==> src/hdl/flash_ident_regs.svh <==
// constants of the identification-read responder: opcodes, phase lengths, ident bytes
// assumes the includer compiles it once; the guard stops double definition
`ifndef FLASH_IDENT_REGS_SVH
`define FLASH_IDENT_REGS_SVH

// instruction codes
`define OP_LEGACY_SIG 8'hab
`define OP_STD_IDENT 8'h9f
`define OP_STD_IDENT_QUAD 8'haf
`define OP_PAIR_READ 8'h90
`define OP_UNIQUE_READ 8'h4b
`define OP_TABLE_READ 8'h5a

// phase lengths in bits or serial clocks
`define OPCODE_BITS 6'h08
`define ADDR_BITS 6'h18
`define SPI_STEP 6'h01
`define QUAD_STEP 6'h04
`define TABLE_DUMMY_CLOCKS 5'h08
`define DEFAULT_DUMMY_CLOCKS 5'h08
`define SPI_BITS_AFTER_LOAD 4'h7
`define QUAD_BITS_AFTER_LOAD 4'h4
`define STD_LAST_INDEX 4'h2
`define UNIQUE_LAST_INDEX 4'hf

// ident values: arbitrary neutral values, not those of any real part
`define MAKER_IDENT_BYTE 8'h5c
`define DEVICE_IDENT_BYTE 8'h3a
`define TYPE_CODE_BYTE 8'h41
`define CAPACITY_CODE_BYTE 8'h27
`define UNIQUE_NUMBER 128'h0f1e2d3c4b5a69788796a5b4c3d2e1f0
`define TABLE_FILL_BYTE 8'hff

// output enables per mode
`define SPI_OE 4'h2
`define QUAD_OE 4'hf

`endif

==> src/hdl/flash_ident_pkg.sv <==
// types shared by the identification-read responder and its pin synchroniser
// assumes nothing beyond a SystemVerilog compiler
package flash_ident_pkg;

  // pins as they arrive from the host
  typedef struct packed {
    logic cs_b;
    logic sck;
    logic [3:0] io;
  } pin_in_t;

  // data pins driven back to the host
  typedef struct packed {
    logic [3:0] io_out;
    logic [3:0] io_oe;
  } pin_out_t;

  // frame controller states, one-hot
  typedef enum logic [5:0] {
    ST_IDLE = 6'h01,
    ST_OPCODE = 6'h02,
    ST_ADDR = 6'h04,
    ST_DUMMY = 6'h08,
    ST_OUT = 6'h10,
    ST_IGNORE = 6'h20
  } state_t;

  // decoded instruction of the current frame
  typedef enum logic [2:0] {
    CMD_NONE = 3'h0,
    CMD_LEGACY = 3'h1,
    CMD_STD = 3'h2,
    CMD_PAIR = 3'h3,
    CMD_UNIQUE = 3'h4,
    CMD_TABLE = 3'h5
  } cmd_t;

endpackage

==> src/hdl/pin_sync.sv <==
// two-flop synchroniser for chip select, serial clock and the four data pins
// assumes the pins are asynchronous to clock; only the second stage is read outside
`timescale 1ns/100ps
module pin_sync (
  input wire logic clock,
  input wire logic rst_b,
  input flash_ident_pkg::pin_in_t raw,
  output flash_ident_pkg::pin_in_t synced
);
  flash_ident_pkg::pin_in_t stage1;
  flash_ident_pkg::pin_in_t next_stage1;
  flash_ident_pkg::pin_in_t next_synced;

  // reset parks chip select high so the frame logic starts deselected
  always_comb begin
    if (!rst_b) begin
      next_stage1 = '{cs_b: 1'b1, sck: 1'b0, io: 4'h0};
      next_synced = '{cs_b: 1'b1, sck: 1'b0, io: 4'h0};
    end else begin
      next_stage1 = raw;
      next_synced = stage1;
    end
  end

  always_ff @(posedge clock) begin
    stage1 <= next_stage1;
    synced <= next_synced;
  end
endmodule

==> src/hdl/flash_ident_reads.sv <==
// identification-read responder of a serial flash: signature, ident, pair,
// unique number and parameter table reads in single-line and quad modes
// assumes sck is far slower than clock (at least four clocks per half period)
// and that qpi_mode, write_in_progress_flag, read_dummy_field come from logic on clock
`timescale 1ns/100ps
`include "flash_ident_regs.svh"
module flash_ident_reads (
  input wire logic clock,
  input wire logic rst_b,
  input flash_ident_pkg::pin_in_t pins_in,
  input wire logic qpi_mode,
  input wire logic write_in_progress_flag,
  input wire logic [3:0] read_dummy_field,
  output flash_ident_pkg::pin_out_t pins_out
);
  flash_ident_pkg::pin_in_t pin;
  flash_ident_pkg::state_t state, next_state;
  flash_ident_pkg::cmd_t cmd, next_cmd;
  logic sck_prev, next_sck_prev;
  logic frame_quad, next_frame_quad;
  logic [7:0] op, next_op;
  logic [7:0] addr, next_addr;
  logic [5:0] cnt, next_cnt;
  logic [4:0] dummy_left, next_dummy_left;
  logic [7:0] sr, next_sr;
  logic [3:0] bits_left, next_bits_left;
  logic [3:0] byte_idx, next_byte_idx;
  logic [3:0] io_out, next_io_out;
  logic [3:0] io_oe, next_io_oe;
  logic sck_rise, sck_fall;
  logic [5:0] step;
  logic [7:0] op_shift, addr_shift, cur_byte;
  logic load_byte;

  pin_sync u_pin_sync (
    .clock(clock),
    .rst_b(rst_b),
    .raw(pins_in),
    .synced(pin)
  );

  // byte served at a given position of the output loop
  function automatic logic [7:0] ident_byte(input flash_ident_pkg::cmd_t c,
                                            input logic [3:0] idx, input logic a0);
    logic [127:0] uid;
    uid = `UNIQUE_NUMBER;
    unique case (c)
      flash_ident_pkg::CMD_LEGACY: ident_byte = `DEVICE_IDENT_BYTE;
      flash_ident_pkg::CMD_STD: begin
        if (idx == 4'h0) begin
          ident_byte = `MAKER_IDENT_BYTE;
        end else if (idx == 4'h1) begin
          ident_byte = `TYPE_CODE_BYTE;
        end else begin
          ident_byte = `CAPACITY_CODE_BYTE;
        end
      end
      // address bit zero flips which byte leads
      flash_ident_pkg::CMD_PAIR: begin
        ident_byte = (idx[0] ^ a0) ? `DEVICE_IDENT_BYTE : `MAKER_IDENT_BYTE;
      end
      flash_ident_pkg::CMD_UNIQUE: ident_byte = uid[8'(127 - 8 * idx) -: 8];
      // table contents are not modelled; every address reads the fill byte
      flash_ident_pkg::CMD_TABLE: ident_byte = `TABLE_FILL_BYTE;
      default: ident_byte = `TABLE_FILL_BYTE;
    endcase
  endfunction

  // position of the byte that follows idx in the loop of command c
  function automatic logic [3:0] next_index(input flash_ident_pkg::cmd_t c,
                                            input logic [3:0] idx);
    if (c == flash_ident_pkg::CMD_STD && idx == `STD_LAST_INDEX) begin
      next_index = 4'h0;
    end else begin
      next_index = idx + 4'h1; // wraps at 16 pair uses bit 0 only
    end
  endfunction

  // dummy clocks of the unique read; a zero field means the default of eight
  function automatic logic [4:0] dummy_count(input logic [3:0] field);
    dummy_count = (field == 4'h0) ? `DEFAULT_DUMMY_CLOCKS : {1'b0, field};
  endfunction

  // edge finding on the synchronised serial clock
  assign sck_rise = pin.sck & ~sck_prev;
  assign sck_fall = ~pin.sck & sck_prev;
  assign step = frame_quad ? `QUAD_STEP : `SPI_STEP;
  assign op_shift = frame_quad ? {op[3:0], pin.io} : {op[6:0], pin.io[0]};
  assign addr_shift = frame_quad ? {addr[3:0], pin.io} : {addr[6:0], pin.io[0]};
  assign load_byte = (state == flash_ident_pkg::ST_OUT) && sck_fall && (bits_left == 4'h0);
  assign cur_byte = load_byte ? ident_byte(cmd, byte_idx, addr[0]) : sr;
  assign pins_out = '{io_out: io_out, io_oe: io_oe};

  // frame controller: opcode, address or dummy bytes, dummy clocks, output loop
  always_comb begin
    next_state = state;
    next_cmd = cmd;
    next_sck_prev = pin.sck;
    next_frame_quad = frame_quad;
    next_op = op;
    next_addr = addr;
    next_cnt = cnt;
    next_dummy_left = dummy_left;
    next_sr = sr;
    next_bits_left = bits_left;
    next_byte_idx = byte_idx;
    next_io_out = io_out;
    next_io_oe = io_oe;
    if (!rst_b) begin
      next_state = flash_ident_pkg::ST_IDLE;
      next_cmd = flash_ident_pkg::CMD_NONE;
      next_sck_prev = 1'b0;
      next_frame_quad = 1'b0;
      next_op = 8'h00;
      next_addr = 8'h00;
      next_cnt = 6'h00;
      next_dummy_left = 5'h00;
      next_sr = 8'h00;
      next_bits_left = 4'h0;
      next_byte_idx = 4'h0;
      next_io_out = 4'h0;
      next_io_oe = 4'h0;
    end else if (pin.cs_b) begin
      // deselect ends any read at once and releases the pins
      next_state = flash_ident_pkg::ST_IDLE;
      next_cmd = flash_ident_pkg::CMD_NONE;
      next_io_oe = 4'h0;
      next_cnt = 6'h00;
    end else begin
      unique case (state)
        flash_ident_pkg::ST_IDLE: begin
          // mode is frozen per frame so a mid-frame change cannot split a byte
          next_state = flash_ident_pkg::ST_OPCODE;
          next_frame_quad = qpi_mode;
          next_op = 8'h00;
          next_cnt = 6'h00;
        end
        flash_ident_pkg::ST_OPCODE: begin
          if (sck_rise) begin
            next_op = op_shift;
            next_cnt = cnt + step;
            if (cnt + step == `OPCODE_BITS) begin
              next_cnt = 6'h00;
              next_byte_idx = 4'h0;
              next_bits_left = 4'h0;
              next_state = flash_ident_pkg::ST_ADDR;
              if (op_shift == `OP_LEGACY_SIG && write_in_progress_flag) begin
                next_state = flash_ident_pkg::ST_IGNORE;
              end else if (op_shift == `OP_LEGACY_SIG) begin
                next_cmd = flash_ident_pkg::CMD_LEGACY;
              end else if (op_shift == `OP_STD_IDENT ||
                           (op_shift == `OP_STD_IDENT_QUAD && frame_quad)) begin
                next_cmd = flash_ident_pkg::CMD_STD;
                next_state = flash_ident_pkg::ST_OUT;
              end else if (op_shift == `OP_PAIR_READ) begin
                next_cmd = flash_ident_pkg::CMD_PAIR;
              end else if (op_shift == `OP_UNIQUE_READ) begin
                next_cmd = flash_ident_pkg::CMD_UNIQUE;
              end else if (op_shift == `OP_TABLE_READ) begin
                next_cmd = flash_ident_pkg::CMD_TABLE;
              end else begin
                // other instructions belong to other blocks; stay silent
                next_state = flash_ident_pkg::ST_IGNORE;
              end
            end
          end
        end
        flash_ident_pkg::ST_ADDR: begin
          // three bytes: dummy bytes, dummy+address byte, or a full address
          if (sck_rise) begin
            next_addr = addr_shift;
            next_cnt = cnt + step;
            if (cnt + step == `ADDR_BITS) begin
              next_byte_idx = (cmd == flash_ident_pkg::CMD_UNIQUE) ?
                              addr_shift[3:0] : 4'h0;
              if (cmd == flash_ident_pkg::CMD_UNIQUE) begin
                next_state = flash_ident_pkg::ST_DUMMY;
                next_dummy_left = dummy_count(read_dummy_field);
              end else if (cmd == flash_ident_pkg::CMD_TABLE) begin
                next_state = flash_ident_pkg::ST_DUMMY;
                next_dummy_left = `TABLE_DUMMY_CLOCKS;
              end else begin
                next_state = flash_ident_pkg::ST_OUT;
              end
            end
          end
        end
        flash_ident_pkg::ST_DUMMY: begin
          // dummy clocks are counted in sck periods in either mode
          if (sck_rise) begin
            next_dummy_left = dummy_left - 5'h01;
            if (dummy_left == 5'h01) begin
              next_state = flash_ident_pkg::ST_OUT;
            end
          end
        end
        flash_ident_pkg::ST_OUT: begin
          // data changes only on falling sck so the host samples on the rise
          if (sck_fall) begin
            if (load_byte) begin
              next_byte_idx = next_index(cmd, byte_idx);
            end
            if (frame_quad) begin
              next_io_out = cur_byte[7:4];
              next_sr = {cur_byte[3:0], 4'h0};
              next_bits_left = load_byte ? `QUAD_BITS_AFTER_LOAD : bits_left - 4'h4;
              next_io_oe = `QUAD_OE;
            end else begin
              next_io_out = {2'b00, cur_byte[7], 1'b0};
              next_sr = {cur_byte[6:0], 1'b0};
              next_bits_left = load_byte ? `SPI_BITS_AFTER_LOAD : bits_left - 4'h1;
              next_io_oe = `SPI_OE;
            end
          end
        end
        flash_ident_pkg::ST_IGNORE: begin
          next_io_oe = 4'h0;
        end
        default: begin
          next_state = flash_ident_pkg::ST_IDLE;
        end
      endcase
    end
  end

  always_ff @(posedge clock) begin
    state <= next_state;
    cmd <= next_cmd;
    sck_prev <= next_sck_prev;
    frame_quad <= next_frame_quad;
    op <= next_op;
    addr <= next_addr;
    cnt <= next_cnt;
    dummy_left <= next_dummy_left;
    sr <= next_sr;
    bits_left <= next_bits_left;
    byte_idx <= next_byte_idx;
    io_out <= next_io_out;
    io_oe <= next_io_oe;
  end

  // deselect always returns to idle with pins released
  chk_deselect_to_idle: assert property (@(posedge clock) disable iff (!rst_b)
    pin.cs_b |=> (state == flash_ident_pkg::ST_IDLE) && (io_oe == 4'h0))
    else $error("chip select high did not end the read");

  // pins are only driven in the output phase
  chk_oe_only_out: assert property (@(posedge clock) disable iff (!rst_b)
    (io_oe != 4'h0)
    |-> $past(state == flash_ident_pkg::ST_OUT) || state == flash_ident_pkg::ST_OUT)
    else $error("pins driven outside the output phase");

  // signature opcode during a write is dropped
  chk_wip_ignore: assert property (@(posedge clock) disable iff (!rst_b)
    (state == flash_ident_pkg::ST_OPCODE && sck_rise && !pin.cs_b && cnt + step == `OPCODE_BITS
     && op_shift == `OP_LEGACY_SIG && write_in_progress_flag)
    |=> state == flash_ident_pkg::ST_IGNORE ##1 io_oe == 4'h0)
    else $error("signature opcode not ignored while writing");

  // single-line output presents the msb of a freshly loaded byte
  chk_spi_msb_first: assert property (@(posedge clock) disable iff (!rst_b)
    (load_byte && !frame_quad && !pin.cs_b)
    |=> io_out[1] == $past(cur_byte[7]) && io_oe == `SPI_OE && bits_left == `SPI_BITS_AFTER_LOAD)
    else $error("first serial bit is not the byte msb");

  // standard ident loops back to the maker byte after three bytes
  chk_std_wrap: assert property (@(posedge clock) disable iff (!rst_b)
    (load_byte && cmd == flash_ident_pkg::CMD_STD && byte_idx == `STD_LAST_INDEX && !pin.cs_b)
    |=> byte_idx == 4'h0)
    else $error("standard ident did not loop after three bytes");

  // standard ident starts with the maker byte
  chk_std_first_maker: assert property (@(posedge clock) disable iff (!rst_b)
    (load_byte && cmd == flash_ident_pkg::CMD_STD && byte_idx == 4'h0)
    |-> cur_byte == `MAKER_IDENT_BYTE)
    else $error("standard ident first byte is not the maker byte");

  // pair read order follows address bit zero
  chk_pair_order: assert property (@(posedge clock) disable iff (!rst_b)
    (load_byte && cmd == flash_ident_pkg::CMD_PAIR)
    |-> cur_byte == ((byte_idx[0] == addr[0]) ? `MAKER_IDENT_BYTE : `DEVICE_IDENT_BYTE))
    else $error("pair read byte order wrong");

  // unique number wraps after byte fifteen
  chk_unique_wrap: assert property (@(posedge clock) disable iff (!rst_b)
    (load_byte && cmd == flash_ident_pkg::CMD_UNIQUE && byte_idx == `UNIQUE_LAST_INDEX
     && !pin.cs_b) |=> byte_idx == 4'h0)
    else $error("unique number did not wrap");

  // table read always waits eight dummy clocks
  chk_table_dummy: assert property (@(posedge clock) disable iff (!rst_b)
    (state == flash_ident_pkg::ST_DUMMY && $past(state) == flash_ident_pkg::ST_ADDR
     && cmd == flash_ident_pkg::CMD_TABLE) |-> dummy_left == `TABLE_DUMMY_CLOCKS)
    else $error("table read dummy count is not eight");

  // legacy read keeps serving the device ident byte
  chk_legacy_repeat: assert property (@(posedge clock) disable iff (!rst_b)
    (load_byte && cmd == flash_ident_pkg::CMD_LEGACY) |-> cur_byte == `DEVICE_IDENT_BYTE)
    else $error("legacy read served a wrong byte");
endmodule

==> config.mk <==
export PLATFORM = sky130hd
export DESIGN_NAME = flash_ident_reads
export DESIGN_NICKNAME = d
export VERILOG_FILES = /design/src/hdl/flash_ident_pkg.sv /design/src/hdl/pin_sync.sv /design/src/hdl/flash_ident_reads.sv
export VERILOG_INCLUDE_DIRS = /design/src /design/src/hdl
export SDC_FILE = /design/constraint.sdc
export NUM_CORES = 1
export LEC_CHECK = 0
export BUFFER_PORTS_ARGS = -buffer_cell sky130_fd_sc_hd__buf_4
export CAP_MARGIN = 20
export CORE_AREA = 2 2 116 118
export CTS_CLUSTER_DIAMETER = 100
export DETAILED_ROUTE_END_ITERATION = 12
export DIE_AREA = 0 0 118 120
export GPL_ROUTABILITY_DRIVEN = 1
export HOLD_SLACK_MARGIN = 0.12
export PLACE_DENSITY_LB_ADDON = 0.05
export SLEW_MARGIN = 20
export SYNTH_ARGS = -nofsm -noshare
export SYNTH_HDL_FRONTEND = slang
export SYNTH_HIERARCHICAL = 1
export SYNTH_SLANG_ARGS = --single-unit
==> constraint.sdc <==
create_clock -name clock -period 4.1 [get_ports clock]
set_clock_uncertainty 0.05 [all_clocks]
set_input_delay 0.82 -clock clock [delete_from_list [all_inputs] [get_ports clock]]
set_output_delay 0.82 -clock clock [all_outputs]
set_load 0.005 [all_outputs]
==> impl_metrics.csv <==
group,metric,value,unit
final_layout,drive_above_1_share,11.5,%
sta,rsz0062_at_grt,"false",
logic_synthesis,async_flop_share,0,%
grt,antenna_found_initial,0,
setup_path,path_class,"flop to flop",
clock_network,worstSkewPairLatency,0.34,ns
drt,avgRoutedWirePerCell,15.9,um
clock_network,clk_pin_slew,0.06,ns
setup_path,reg2regPathDepth,8,
clock_network,clkSinkCount,65,
logic_synthesis,ys_ff_latch,65,
sta,maxSlewHeadroom,42.1,%
drt,drc,0,
logic_synthesis,synth_cell_type_count,66,
logic_synthesis,synth_ff_type,"dfxtp_1",
pwr,leakage,1.54,nW
place,dpl_worst_slack,0.945,ns
logic_synthesis,yosysWarnings,6,
sta,hold-worst-slack,0.359,ns
clock_network,cts_buffer_depth,2,
floorplan,die_w,118,um
clock_network,cts_resized,0,
logic_synthesis,synth_edf_count,0,
sta,worst_pin_slew,0.866,ns
place,io_buffers,21,
final_layout,stdcell_count,670,
pwr,net-switching-power,0.325,mW
sta,timing.fmax,318,MHz
drt,drtIter0Drc,177,
grt,grt_max_degree,42,
logic_synthesis,avgSynthCellArea,7.89,um^2
floorplan,start_util,29.1,%
clock_network,cts_tree,"built",
drt,vias,3417,
logic_synthesis,synth_top_area_share,34.4,%
setup_path,critPathCaptureType,"flop",
hold_path,min_from,"u_pin_sync/stage1[5]",
clock_network,postCtsHoldBufs,0,
flow_run,maxCapViolCount,0,
final_layout,syn2layout_area_growth,16.1,%
place,dp.cells,654,
sta,final_hold_viol_count,0,
sta,slew_viol_final,0,
floorplan,rows,42,
pwr,power_density,343,nW/um^2
pwr,sw_frac_of_total,21.6,%
logic_synthesis,synth.area.top_cells,"dfxtp_1 (34%), a21oi_1 (5.2%), nand2_1 (5.1%), nor2_1 (5.0%), mux2i_1 (4.8%)",
pwr,p_seq_share,42.9,%
floorplan,chipHeight,120,um
grt,gr-total-overflow,0,
floorplan,ioPinCount,22,
place,routabilityCongestion,0.792,
grt,grt_pass1_vias,3355,
pwr,pwr-share-comb,3.2,%
floorplan,die_area,14200,um^2
clock_network,cts_made_buffers,9,
grt,grt_pass1_wl,17.7,mm
drt,via_per_inst,5.10,
drt,drtAntennaViolNets,0,
setup_path,crit_path_start_kind,"flop",
sta,setup_ws,0.959,ns
clock_network,cts_max_level,3,
logic_synthesis,yosysTopAreaCell,"dfxtp_1",
clock_network,root_buffer,"clkbuf_16",
hold_path,hold-path-endpoint,"u_pin_sync/synced[5]",
pwr,p_int,1.18,mW
setup_path,cp_max_fo,41,
pwr,power.share.clock,53.9,%
sta,tns,0,ns
hold_path,min_path_cells,1,
setup_path,r2r_slack,0.96,ns
logic_synthesis,syn_nets,504,
setup_path,crit_required,4.32,ns
pwr,vdd_drop_max,0.000165,V
setup_path,regToRegEndpoint,"dummy_left[4]",
final_layout,diodes,0,
grt,grt_usage,15.9,%
sta,fin_crit,3.14,ns
logic_synthesis,synth_area,3780,um^2
logic_synthesis,seq_area_frac_synth,34.4,%
logic_synthesis,synth_common_cells,"dfxtp_1 (65), nand2_1 (51), nor2_1 (50)",
setup_path,reg2reg_from,"frame_quad",
sta,post-route-period-util,76.6,%
logic_synthesis,syn-instance-count,479,
place,dp_hpwl,7.42,mm
hold_path,hp-class,"flop to flop",
drt,wl,10.6,mm
drt,drt-pass1-iter-count,4,
final_layout,fin_nets,514,
clock_network,post-cts-setup-buffers,0,
status,status,"completed",
sta,setup_viol,0,
floorplan,core_area,13000,um^2
logic_synthesis,synth.most_common_cell,"dfxtp_1",
setup_path,cp_data_arrival_time,3.36,ns
[flip-flops by register name (all words and copies together) (netlist names)]
name / count
addr: 3
sr: 7
byte_idx: 4
cnt: 6
u_pin_sync/stage1: 6
frame_quad: 1
op: 7
bits_left: 4
cmd: 3
state: 6
io_oe: 2
sck_prev: 1
dummy_left: 5
u_pin_sync/synced: 6
io_out: 4
[power by group through the flow]
stage                     combinational [mW]  clock, mW  sequential, mW
after global routing                  0.0536      0.861           0.645
final                                 0.0487      0.810           0.645
after global placement                0.0494          0           0.658
after floorplan                       0.0295          0           0.655
after CTS                             0.0501      0.833           0.645
after detailed placement              0.0502          0           0.658
[logic make-up after synthesis]
| kind of cell | count (synthesis) | share of synthesized area, % |
|---|---|---|
| flip-flops | 65 | 34.4 |
| AO/OA/AOI/OAI | 125 | 21.7 |
| adder cells (fa/ha/maj) | 11 | 3.64 |
| XOR/XNOR | 7 | 1.62 |
| multiplexers | 20 | 5.37 |
| AND/OR/NAND/NOR | 208 | 28.5 |
| buffers and inverters | 43 | 4.70 |
[cell type report]
cell class,instances,area [um^2]
clock buffers,14,274
clock inverters,2,35.0
fillers,1384,8600
inverters,16,60.1
multi-input cells,371,2300
flip-flops and latches,65,1300
well taps,176,220
repair buffers,26,195
[per-layer routing]
metal | up-vias | track usage [%] | part of all wire (%)
met1 | 1611 | 21.4 | 51
li1 | 1743 | - | -
met4 | 0 | 7.45 | 2.0
met2 | 49 | 25.1 | 45
met3 | 14 | 2.42 | 2.2
met5 | - | 0 | 0
[worst max path at each step]
stage / startpoint / to / cells past startpoint
finish: frame_quad / dummy_left[4] / 8
global route: frame_quad / dummy_left[4] / 8
CTS: frame_quad / dummy_left[4] / 8
detailed placement: frame_quad / dummy_left[4] / 8
global placement: frame_quad / dummy_left[4] / 8
floorplan: frame_quad / dummy_left[4] / 10
[cell usage in the layout, fill, tap and decap left out, types with 5 or more instances in the layout]
cell type and instances:
a21o_1 6, a21oi_1 39, and2_1 9, and2_2 6, buf_4 26, clkbuf_16 9, dfxtp_1 65, ha_1 11
inv_1 16, mux2i_1 18, nand2_1 51, nand2b_1 17, nand3_1 17, nor2_1 50, nor2b_1 7, nor3_1 8
nor3b_1 6, nor4_1 6, o211ai_1 6, o21ai_0 25, o22ai_1 8, or3_1 5
[per-stage QoR]
| step | instance area (um^2) | power (mW) | utilization (%) |
|---|---|---|---|
| 6_report | 4380 | 1.50 | 33.8 |
| 5_1_grt | 4380 | 1.56 | 33.8 |
| 2_1_floorplan | 3780 | 0.685 | - |
| 3_5_place_dp | 4080 | 0.709 | 31.4 |
| 4_1_cts | 4380 | 1.53 | 33.8 |
| 3_3_place_gp | 4080 | 0.708 | 31.4 |
[worst max-delay path: stages, from the launching register on]
cell and delay [ns]:
dfxtp_1 0.32, buf_4 0.39, ha_1 0.36, xor2_1 0.20, or4_1 0.45, o31a_1 0.33
a2111o_1 0.43, or3_1 0.40, a21oi_1 0.14
Note: power is estimated with default switching activity, not from simulation.
